$ cat src/logic/sfm_pkg.sv
// Shared constants and types of the servo fault monitor
package sfm_pkg;

   // ****************************************************************
   // Clock and timing
   // ****************************************************************
   localparam int CLK_HZ        = 10_000_000;
   localparam int CLK_PERIOD_NS = 100;
   // Settle time before the echoed word is compared, rounded up
   localparam int COMM_SETTLE_NS  = 300;
   localparam int COMM_SETTLE_CYC =
      (COMM_SETTLE_NS + CLK_PERIOD_NS - 1) / CLK_PERIOD_NS;
   // Window for the index pulse while the encoder is learning
   localparam int Z_WAIT_MS  = 500;
   localparam int Z_WAIT_CYC = Z_WAIT_MS * (CLK_HZ / 1000);

   // ****************************************************************
   // Register map (byte addresses)
   // ****************************************************************
   localparam logic [7:0] OFS_CTRL    = 8'h00;
   localparam logic [7:0] OFS_RATED   = 8'h04;
   localparam logic [7:0] OFS_BUSV    = 8'h08;
   localparam logic [7:0] OFS_MASK    = 8'h0c;
   localparam logic [7:0] OFS_CODE    = 8'h10;
   localparam logic [7:0] OFS_STATUS  = 8'h14;
   localparam logic [7:0] OFS_IRQMASK = 8'h18;
   localparam logic [7:0] OFS_COMM    = 8'h1c;
   localparam logic [7:0] OFS_UVTH    = 8'h20;

   // Control and mask bit positions
   localparam int CTRL_CLR_BIT    = 0;
   localparam int CTRL_WLEARN_BIT = 1;
   localparam int CTRL_ELEARN_BIT = 2;
   localparam int MASK_PHASE_BIT  = 2;
   localparam int MASK_JUMP_BIT   = 3;

   // Reset values
   localparam logic [15:0] RATED_RST   = 16'h00dc;
   localparam logic [15:0] MASK_RST    = 16'h0000;
   localparam logic [8:0]  IRQMASK_RST = 9'h000;

   // ****************************************************************
   // Fault events, their status bits and their codes
   // ****************************************************************
   localparam int EV_UV    = 0;
   localparam int EV_CURS  = 1;
   localparam int EV_ENC   = 2;
   localparam int EV_NVM   = 3;
   localparam int EV_PHASE = 4;
   localparam int EV_COMM  = 5;
   localparam int EV_JUMP  = 6;
   localparam int EV_WIND  = 7;
   localparam int EV_INDEX = 8;
   localparam int NUM_EV   = 9;
   typedef logic [NUM_EV-1:0] sfm_ev_t;

   localparam logic [7:0] CODE_NONE  = 8'h00;
   localparam logic [7:0] CODE_UV    = 8'h67;   // 103
   localparam logic [7:0] CODE_CURS  = 8'h68;   // 104
   localparam logic [7:0] CODE_ENC   = 8'h69;   // 105
   localparam logic [7:0] CODE_NVM   = 8'h6a;   // 106
   localparam logic [7:0] CODE_PHASE = 8'h6b;   // 107
   localparam logic [7:0] CODE_COMM  = 8'h6c;   // 108
   localparam logic [7:0] CODE_JUMP  = 8'h6d;   // 109
   localparam logic [7:0] CODE_WIND  = 8'h6f;   // 111
   localparam logic [7:0] CODE_INDEX = 8'h71;   // 113

   // ****************************************************************
   // Detection figures
   // ****************************************************************
   // Threshold gain rated * 1.414 * 0.7 held as a Q16 factor
   localparam int UV_PEAK_MILLI = 1414;
   localparam int UV_DERATE_TNT = 7;
   localparam int UV_GAIN_Q16   =
      (UV_PEAK_MILLI * UV_DERATE_TNT * 65536) / 10000;
   // Largest tolerated hall/encoder phase gap, 256 units per turn
   localparam logic [7:0] PHASE_TOL = 8'h2b;

endpackage : sfm_pkg

$ cat src/logic/sfm_mon.sv
// Servo fault monitor with classic Wishbone register slave
// What this block does
// Bus voltage below threshold reports undervoltage
// Threshold is rated voltage times 1.414, 0.7
// Current sensor failure reports its fault code
// Encoder absent or unstable reports encoder fault
// Parameter memory read error reports memory fault
// Hall and encoder phase gap reports fault
// Mask bit 2 suppresses phase fault
// Echoed word mismatch reports link fault
// Successive current samples differing 50% fault
// Mask bit 3 suppresses current jump fault
// Wrong current direction in winding learning
// No index pulse in encoder learning
// Latest fault code held until clear
//
// Added by the designer: the Wishbone interface to the registers and the placing of the registers.
`timescale 1ns/10ps
module sfm_mon #(
   parameter int unsigned Z_WAIT_CYCLES = sfm_pkg::Z_WAIT_CYC
) (
   input  wire logic        CLK,            // System clock, 10 MHz
   input  wire logic        RST,            // Sync reset, active high
   input  wire logic        CYC_I,          // Wishbone cycle
   input  wire logic        STB_I,          // Wishbone strobe
   input  wire logic        WE_I,           // Wishbone write enable
   input  wire logic [7:0]  ADR_I,          // Wishbone byte address
   input  wire logic [3:0]  SEL_I,          // Wishbone byte lanes
   input  wire logic [31:0] DAT_I,          // Wishbone write data
   output logic      [31:0] DAT_O,          // Wishbone read data
   output logic             ACK_O,          // Wishbone acknowledge
   output logic             IRQ,            // Fault interrupt, level
   input  wire logic [15:0] BUS_VOLTAGE,    // Measured bus voltage
   input  wire logic [15:0] CUR_SAMPLE,     // Phase current, signed
   input  wire logic        CUR_VALID,      // New current sample
   input  wire logic        CUR_SENSOR_ERR, // Current sensor failed
   input  wire logic        ENC_A,          // Encoder channel A pin
   input  wire logic        ENC_B,          // Encoder channel B pin
   input  wire logic        ENC_Z,          // Encoder index pin
   input  wire logic        ENC_BREAK,      // Encoder line lost pin
   input  wire logic        NVM_RD_DONE,    // Memory read finished
   input  wire logic        NVM_RD_ERR,     // Memory read check bad
   input  wire logic [7:0]  HALL_PHASE,     // Phase from hall code
   input  wire logic [7:0]  ENC_PHASE,      // Phase from encoder
   input  wire logic        WIND_DIR,       // Learn drive positive
   input  wire logic [15:0] ECHO_IN,        // Word read from motion
   output logic      [15:0] ECHO_OUT        // Word sent to motion
);
   import sfm_pkg::*;

   // ****************************************************************
   // Helpers
   // ****************************************************************
   function automatic logic [16:0] sfm_abs(input logic [16:0] v);
      return v[16] ? 17'(-v) : v;
   endfunction

   function automatic logic [31:0] sfm_merge(input logic [31:0] old,
                                             input logic [31:0] wr,
                                             input logic [3:0]  sel);
      logic [31:0] r;
      r = old;
      for (int b = 0; b < 4; b++) begin
         if (sel[b]) begin
            r[8*b +: 8] = wr[8*b +: 8];
         end
      end
      return r;
   endfunction

   // Lowest event index wins when several arrive together
   function automatic logic [7:0] sfm_pick(input sfm_ev_t ev);
      logic [7:0] c;
      c = CODE_NONE;
      if      (ev[EV_UV])    c = CODE_UV;
      else if (ev[EV_CURS])  c = CODE_CURS;
      else if (ev[EV_ENC])   c = CODE_ENC;
      else if (ev[EV_NVM])   c = CODE_NVM;
      else if (ev[EV_PHASE]) c = CODE_PHASE;
      else if (ev[EV_COMM])  c = CODE_COMM;
      else if (ev[EV_JUMP])  c = CODE_JUMP;
      else if (ev[EV_WIND])  c = CODE_WIND;
      else if (ev[EV_INDEX]) c = CODE_INDEX;
      return c;
   endfunction

   // ****************************************************************
   // State
   // ****************************************************************
   typedef struct packed {
      logic        ack;
      logic [31:0] dat;
      logic        irq;
      logic [15:0] rated;
      logic [15:0] uv_thresh;
      logic [15:0] mask;
      logic        wlearn;
      logic        elearn;
      logic [7:0]  code;
      sfm_ev_t     status;
      sfm_ev_t     irq_mask;
      logic [15:0] comm_val;
      logic [1:0]  comm_cnt;
      logic [15:0] cur_prev;
      logic        cur_ok;
      logic [1:0]  ab_prev;
      logic        z_prev;
      logic        z_seen;
      logic        z_done;
      logic [23:0] z_cnt;
   } sfm_st_t;

   sfm_st_t     s;
   sfm_st_t     next_s;
   logic [3:0]  pins;
   sfm_ev_t     ev;
   logic        req;
   logic [32:0] uv_prod;
   logic [16:0] cur_x;
   logic [16:0] prev_x;
   logic [16:0] diff;
   logic [16:0] diff_abs;
   logic [16:0] prev_abs;
   logic [7:0]  ph_gap;
   logic [7:0]  ph_dist;
   logic [31:0] rd;

   // Encoder pins arrive from the cable, so they are synchronised
   sfm_sync #(
      .W (4)
   ) u_sync (
      .CLK  (CLK),
      .RST  (RST),
      .din  ({ENC_BREAK, ENC_Z, ENC_B, ENC_A}),
      .dout (pins)
   );

   // ****************************************************************
   // Next-state logic
   // ****************************************************************
   always_comb begin
      next_s = s;
      ev     = '0;
      req    = CYC_I & STB_I & ~s.ack;
      rd     = 32'h0000_0000;

      // Threshold registered so the multiply stays off the compare
      uv_prod           = 33'(s.rated) * 33'(UV_GAIN_Q16);
      next_s.uv_thresh  = uv_prod[31:16];
      ev[EV_UV]         = BUS_VOLTAGE < s.uv_thresh;
      ev[EV_CURS]       = CUR_SENSOR_ERR;

      // Line loss, or both quadrature lines toggling at once
      ev[EV_ENC] = pins[3] | ((pins[1:0] ^ s.ab_prev) == 2'b11);
      next_s.ab_prev = pins[1:0];
      ev[EV_NVM] = NVM_RD_DONE & NVM_RD_ERR;

      // Phase gap taken the short way round the circle
      ph_gap  = HALL_PHASE - ENC_PHASE;
      ph_dist = ph_gap[7] ? 8'(-ph_gap) : ph_gap;
      ev[EV_PHASE] = (ph_dist > PHASE_TOL)
                     & ~s.mask[MASK_PHASE_BIT];

      // Echo compare once the motion side had time to settle
      if (s.comm_cnt != 2'h0) begin
         next_s.comm_cnt = s.comm_cnt - 2'h1;
         if (s.comm_cnt == 2'h1) begin
            ev[EV_COMM] = ECHO_IN != s.comm_val;
         end
      end

      // Current jump and winding direction on each new sample
      cur_x    = {CUR_SAMPLE[15], CUR_SAMPLE};
      prev_x   = {s.cur_prev[15], s.cur_prev};
      diff     = cur_x - prev_x;
      diff_abs = sfm_abs(diff);
      prev_abs = sfm_abs(prev_x);
      if (CUR_VALID) begin
         if (s.cur_ok) begin
            ev[EV_JUMP] = ({diff_abs, 1'b0} >= {1'b0, prev_abs})
                          & (prev_abs != 17'h0)
                          & ~s.mask[MASK_JUMP_BIT];
            ev[EV_WIND] = s.wlearn & (diff != 17'h0)
                          & (WIND_DIR == diff[16]);
         end
         next_s.cur_prev = CUR_SAMPLE;
         next_s.cur_ok   = 1'b1;
      end

      // Index watch: one fault per learning run if no pulse arrives
      next_s.z_prev = pins[2];
      if (!s.elearn) begin
         next_s.z_cnt  = 24'h00_0000;
         next_s.z_seen = 1'b0;
         next_s.z_done = 1'b0;
      end else begin
         if (pins[2] && !s.z_prev) begin
            next_s.z_seen = 1'b1;
         end
         if (!s.z_seen && !s.z_done) begin
            if (s.z_cnt == 24'(Z_WAIT_CYCLES - 1)) begin
               ev[EV_INDEX]  = 1'b1;
               next_s.z_done = 1'b1;
            end else begin
               next_s.z_cnt = s.z_cnt + 24'h00_0001;
            end
         end
      end

      // Read mux
      unique case (ADR_I)
         OFS_CTRL:    rd = {29'h0, s.elearn, s.wlearn, 1'b0};
         OFS_RATED:   rd = {16'h0, s.rated};
         OFS_BUSV:    rd = {16'h0, BUS_VOLTAGE};
         OFS_MASK:    rd = {16'h0, s.mask};
         OFS_CODE:    rd = {24'h0, s.code};
         OFS_STATUS:  rd = {23'h0, s.status};
         OFS_IRQMASK: rd = {23'h0, s.irq_mask};
         OFS_COMM:    rd = {16'h0, s.comm_val};
         OFS_UVTH:    rd = {16'h0, s.uv_thresh};
         default:     rd = 32'h0000_0000;
      endcase

      // Bus slave: answer one cycle after the request, every address
      next_s.ack = req;
      if (req && !WE_I) begin
         next_s.dat = rd;
         if (ADR_I == OFS_STATUS) begin
            next_s.status = '0;
         end
      end
      if (req && WE_I) begin
         unique case (ADR_I)
            OFS_CTRL: begin
               if (SEL_I[0]) begin
                  next_s.wlearn = DAT_I[CTRL_WLEARN_BIT];
                  next_s.elearn = DAT_I[CTRL_ELEARN_BIT];
                  if (DAT_I[CTRL_CLR_BIT]) begin
                     next_s.code = CODE_NONE;
                  end
               end
            end
            OFS_RATED:
               next_s.rated = 16'(sfm_merge(32'(s.rated), DAT_I, SEL_I));
            OFS_MASK:
               next_s.mask = 16'(sfm_merge(32'(s.mask), DAT_I, SEL_I));
            OFS_IRQMASK: begin
               if (SEL_I[0]) next_s.irq_mask[7:0] = DAT_I[7:0];
               if (SEL_I[1]) next_s.irq_mask[8]   = DAT_I[8];
            end
            OFS_COMM: begin
               next_s.comm_val =
                  16'(sfm_merge(32'(s.comm_val), DAT_I, SEL_I));
               next_s.comm_cnt = 2'(COMM_SETTLE_CYC);
            end
            default: ;
         endcase
      end

      // New events win over a read clear or a code clear
      next_s.status = next_s.status | ev;
      if (ev != '0) begin
         next_s.code = sfm_pick(ev);
      end
      next_s.irq = |(next_s.status & next_s.irq_mask);
   end

   // ****************************************************************
   // State register
   // ****************************************************************
   always_ff @(posedge CLK) begin
      if (RST) begin
         s          <= '0;
         s.rated    <= RATED_RST;
         s.mask     <= MASK_RST;
         s.irq_mask <= IRQMASK_RST;
         s.code     <= CODE_NONE;
      end else begin
         s <= next_s;
      end
   end

   // Outputs come straight from the state register
   assign DAT_O    = s.dat;
   assign ACK_O    = s.ack;
   assign IRQ      = s.irq;
   assign ECHO_OUT = s.comm_val;
endmodule // sfm_mon

$ cat src/logic/sfm_sync.sv
// Three-stage input synchroniser with agreement filter
`timescale 1ns/10ps
module sfm_sync #(
   parameter int W = 4
) (
   input  wire logic         CLK,     // System clock
   input  wire logic         RST,     // Synchronous reset, active high
   input  wire logic [W-1:0] din,     // Asynchronous pin levels
   output logic      [W-1:0] dout     // Filtered level
);
   import sfm_pkg::*;

   typedef struct packed {
      logic [W-1:0] s1;
      logic [W-1:0] s2;
      logic [W-1:0] s3;
      logic [W-1:0] q;
   } sfm_sync_st_t;

   sfm_sync_st_t s;
   sfm_sync_st_t next_s;

   // First stage feeds only the second; q moves once s2 and s3 agree
   always_comb begin
      next_s    = s;
      next_s.s1 = din;
      next_s.s2 = s.s1;
      next_s.s3 = s.s2;
      for (int i = 0; i < W; i++) begin
         if (s.s2[i] == s.s3[i]) begin
            next_s.q[i] = s.s3[i];
         end
      end
   end

   // State register
   always_ff @(posedge CLK) begin
      if (RST) begin
         s <= '0;
      end else begin
         s <= next_s;
      end
   end

   assign dout = s.q;
endmodule // sfm_sync

$ cat config.mk
export PLATFORM = sky130hd
export DESIGN_NAME = sfm_mon
export DESIGN_NICKNAME = d
export VERILOG_FILES = /design/src/logic/sfm_pkg.sv /design/src/logic/sfm_mon.sv /design/src/logic/sfm_sync.sv
export SDC_FILE = /design/constraint.sdc
export NUM_CORES = 1
export LEC_CHECK = 0
export BUFFER_PORTS_ARGS = -buffer_cell sky130_fd_sc_hd__buf_2
export CORE_UTILIZATION = 61
export DETAILED_ROUTE_END_ITERATION = 12
export HOLD_SLACK_MARGIN = 0.05
export PLACE_DENSITY_LB_ADDON = 0.05
export SYNTH_ARGS = -nofsm -noshare
export SYNTH_HDL_FRONTEND = slang
export SYNTH_HIERARCHICAL = 1
export SYNTH_SLANG_ARGS = --single-unit
$ cat constraint.sdc
create_clock -name CLK -period 6.6 [get_ports CLK]
set_clock_uncertainty 0.2 [all_clocks]
set_input_delay 0 -clock CLK [delete_from_list [all_inputs] [get_ports CLK]]
set_output_delay 0 -clock CLK [all_outputs]
set_load 0.05 [all_outputs]
Yosys cells after proc, flatten, opt, wreduce, memory -nomap -nowiden
Cells that the tools add are included.
Operators by class
  $add $sub $neg: 7
  $mul: 1
  order comparisons: 3
  equal/unequal tests: 17
  multiplexer cells: 35
  bitwise operators: 17
  reductions and logical operators: 29
Operators by type and width (number)
  $pmux 16 s9: 1
  $mux 8: 9
  $mux 7: 9
  $mux 17: 2
  $neg 17->17: 2
  $reduce_bool 17->1: 2
  $eq 8x5->1 const B: 4
  $mul 16x16->32 const B: 1
  $mux 27: 1
  $mux 9: 3
  $add 24x1->24 const B: 1
  $eq 24x23->1 const B: 1
  $reduce_and 3->1: 7
  $ge 18x17->1: 1
  $mux 18: 1
  $sub 16x16->17: 1
  $eq 8x4->1 const B: 2
  $lt 16x16->1: 1
  $ne 16x16->1: 1
  $reduce_bool 2->1: 5
  $and 9x9->9: 1
  $or 9x9->9: 1
  $reduce_bool 9->1: 1
  $reduce_or 9->1: 1
  other kinds (21): 50
Storage, ports and cells
  register bits after elaboration: 190
  output and inout bits: 50
  word-level logic and storage cells: 139

Logic depth before layout (Yosys ltp)
  word-level depth: 17
  mapped depth: 21
  gate-level depth less buffers: 21

By module
Netlist, hierarchy kept.
By module, submodules not included
  sfm_mon: times used 1, cells an instance 1678, area each 14517.7 um^2, sequential area each 3123.0 um^2
  sfm_sync: times used 1, cells an instance 45, area each 516.7 um^2, sequential area each 320.3 um^2

Worst setup path before layout
OpenSTA, ideal clock, no wires.
  path type: reg2reg
  start point: reg s[127] (netlist bit)
  end point: reg s[123] (netlist bit)
  arrival: 5.773 ns
  setup slack: 0.500 ns
  cell stages (with the launch flop): 20
  path buffers: 0
  cells stage by stage: dfxtp_1 fa_1 inv_1 fa_1 fa_1 inv_1 fa_1 fa_1 fa_1 ha_1 a21o_1 a21o_1 a21o_1 a41oi_1 o31ai_1 o41ai_1 o21ai_0 a21oi_1 xnor2_1 nor2_1
Between the ends
  longest elaborated chain between the ends: 1
RTL lines
  from (decl): line sfm_mon.sv:113  | sfm_st_t s;
  from (signal assigned): line sfm_mon.sv:279  | s <= next_s;
  $mul 16x16->32: line sfm_mon.sv:148  | uv_prod = 33'(s.rated) * 33'(UV_GAIN_Q16);
Every way passes these cells.
A chain may end at the register's enable or synchronous reset.

Worst setup path after layout
Same ends and word-level chain as after synthesis.

==> impl_metrics.csv <==
group,metric,value,unit
run_status,status,"finished clean",
clock_tree,clkTransAtPathRegs,70,ps
sta,rsz0062_at_grt,"false",
drt,antenna_left,0,
sta,slew_violations,0,
power_and_ir_drop,ir_worst_vdd,143,µV
sta,worstMarginPinSlew,1140,ps
yosys,ys_types,81,
drt,drt_iter0_drc,1268,
yosys,synth_most_common_cell,"ha_1",
clock_tree,cts_buffers,17,
sta,min_period,6330,ps
job,maxCapViolCount,0,
sta,fmax,158,MHz
die,fp.coreArea,0.0242,mm²
hold_path,hold_class,"input pin to flop",
layout,final.fill_count,1886,
drt,vias_per_cell,5.76,
die,rows,57,
global_route,grt_pass1_wl,66200,µm
layout,antenna_cells,0,
yosys,yosysWarnings,6,
global_route,grt_pass1_vias,12956,
setup_path,cp.required,6680,ps
drt,routed_wl,41300,µm
global_route,antenna_found_initial,0,
die,initial_utilization,62.0,%
global_route,grt_usage,32.9,%
die,die_h,159,µm
setup_path,reg2reg_slack,270,ps
clock_tree,cts-htree-levels,4,
power_and_ir_drop,p_per_area,153,mW/mm²
setup_path,crit_path_start,"s[127]$_SDFFE_PP1P_",
setup_path,r2r-end,"s[123]$_SDFF_PP0_",
yosys,syn_avg_cell_area,8.73,µm²
global_route,gr-total-overflow,0,
clock_tree,numClockSinks,172,
sta,finalSetupViolations,0,
setup_path,cp-start-kind,"flop",
setup_path,worst_ep_arrival_time,6410,ps
placed_design,port_buffers,137,
yosys,synth_edf_count,0,
yosys,synthCells,1723,
drt,first_pass_iters,8,
setup_path,cp-endpoint,"s[123]$_SDFF_PP0_",
drt,wl_met3,2300,µm
setup_path,worstPathMaxFanout,3,
power_and_ir_drop,p_leak,0.00811,µW
drt,dr_wl_met2,20200,µm
layout,area_growth,16.4,%
sta,finalHoldViolations,0,
layout,drive_gt1_share,12.1,%
clock_tree,cts_max_path_buffers,2,
clock_tree,clockRootBuffer,"clkbuf_16",
drt,vias,13067,
placed_design,gp_congestion,0.971,
yosys,synth_area_leaders,"dfxtp_1 23%, ha_1 16%, fa_1 13%",
yosys,seq_area_frac_synth,22.9,%
yosys,synthFlopType,"dfxtp_1",
yosys,synthTopCellsByCount,"187 x ha_1, 179 x inv_1, 172 x dfxtp_1",
clock_tree,clk_latency,440,ps
yosys,synth-async-reset-ratio,0,%
layout,fin_nets,2340,
die,die_area,0.0253,mm²
sta,fin_crit_sh,95.9,%
setup_path,path_class,"flop to flop",
clock_tree,tritoncts,"yes",
yosys,synth_top_area_share,22.9,%
global_route,grt_max_degree,96,
die,dieWidth,159,µm
setup_path,worstReg2RegStart,"s[127]$_SDFFE_PP1P_",
setup_path,endpoint_kind,"flop",
yosys,synth.cell_area,0.0150,mm²
drt,top_layer_used,"met4",
sta,whs,154,ps
sta,tns,0,ps
drt,drc,0,
yosys,synth_area_leader_cell,"dfxtp_1",
drt,wl_per_cell,18.2,µm
sta,relSlewSlack,23.8,%
drt,wl_met1,17700,µm
yosys,ys_ff_latch,172,
die,io_pins,172,
setup_path,r2r_cells,20,
placed_design,hpwl,31300,µm
## kinds of logic after synthesis
family | synth area share, %
buf+inv | 8.41
xor+xnor | 5.77
compound gates | 14.9
mux | 2.21
flops | 22.9
other cells | 0.0500
simple gates | 16.8
fa+ha+maj | 29.0
## placed cells by master (no fill, tap or decap), drive strengths merged, types with 18 or more instances in the layout
cell type    Yosys  final
nor2           137    137
dfxtp          172    172
a22oi           45     45
nand3           51     51
nor3            29     29
xor2            35     35
xnor2           64     64
ha             187    187
fa             101    101
nand2          164    164
o21a            20     20
nand4           19     19
mux2i           31     31
a21oi          104    104
inv            179    184
o21ai           37     37
a21o            19     19
dlygate4sd3      0    111
buf             54    163
clkbuf          47     18
## metrics by stage
| stage | cell area [µm²] | worst slack [ps] | util (%) | power (µW) | std cells |
|---|---|---|---|---|---|
| 3_3_place_gp | 15800 | 308 | 65.2 | 1630 | 2123 |
| 6_report | 17500 | 272 | 72.2 | 2680 | 2267 |
| 4_1_cts | 17500 | 200 | 72.1 | 2670 | 2266 |
| 5_1_grt | 17500 | 19.6 | 72.2 | 2790 | 2267 |
| 2_1_floorplan | 15100 | 500 | - | 1500 | 1738 |
| 3_5_place_dp | 15800 | 231 | 65.2 | 1640 | 2123 |
## final cells by class
cell class | instances | area, µm² | area share (%)
clock buffer | 18 | 439 | 2.51
sequential | 172 | 3440 | 19.7
multi-input combinational | 1286 | 10400 | 59.5
inverter | 179 | 672 | 3.84
tap | 324 | 405 | 2.32
timing repair buffer | 274 | 1990 | 11.4
clock inverter | 14 | 135 | 0.772
## metal layers
metal  up-vias  track usage [%]
met5         -                0
met1      6221             42.2
met4         0             10.8
li1       6298                -
met2       461             57.1
met3        87             4.38
## repair_timing
| item | in CTS | in global routing |
|---|---|---|
| setup endpoints to repair | 0 | 2 |
| setup buffers | 0 | 0 |
| gates resized for setup | 0 | 2 |
| hold buffers | 111 | 0 |
| hold endpoints to repair | 120 | 0 |
## worst min path at each step
stage                                   end  cells past startpoint  slack [ps]      from
5_1_grt                    s[72]$_SDFF_PP0_                      6         150  ADR_I[1]
3_3_place_gp   u_sync/next_s[10]$_SDFF_PP0_                      2          10     ENC_Z
4_1_cts                    s[72]$_SDFF_PP0_                      6         100  ADR_I[1]
6_report                   s[72]$_SDFF_PP0_                      6         150  ADR_I[1]
3_5_place_dp   u_sync/next_s[10]$_SDFF_PP0_                      2          20     ENC_Z
2_1_floorplan           s[126]$_SDFFE_PP1P_                      2         -80  DAT_I[2]
## state kept, by name (all words and copies together) (netlist names)
register	count
DAT_O	16
s	106
u_sync/next_s	8
ACK_O	1
ECHO_OUT	16
u_sync/dout	4
u_sync/s	4
prev_x	16
IRQ	1
## where the power goes
group / leakage, µW / switching [µW] / internal (µW) / total [µW]
registers: 0.00140 / 19.4 / 1060 / 1080
logic: 0.00644 / 339 / 272 / 611
clock network: 0.000276 / 459 / 538 / 997
## worst max-delay path, cell delays in order (launching register included)
cell	delay, ps
dfxtp_1	330
fa_1	610
inv_1	80
fa_1	510
fa_1	550
inv_1	60
fa_1	510
fa_1	520
fa_1	510
ha_1	340
a21o_1	170
a21o_1	170
a21o_1	200
a41oi_1	220
o31ai_1	170
o41ai_2	250
buf_4	180
o21ai_0	200
a21oi_1	220
xnor2_1	130
nor2_1	50
Power figures use the tool's default switching activity.
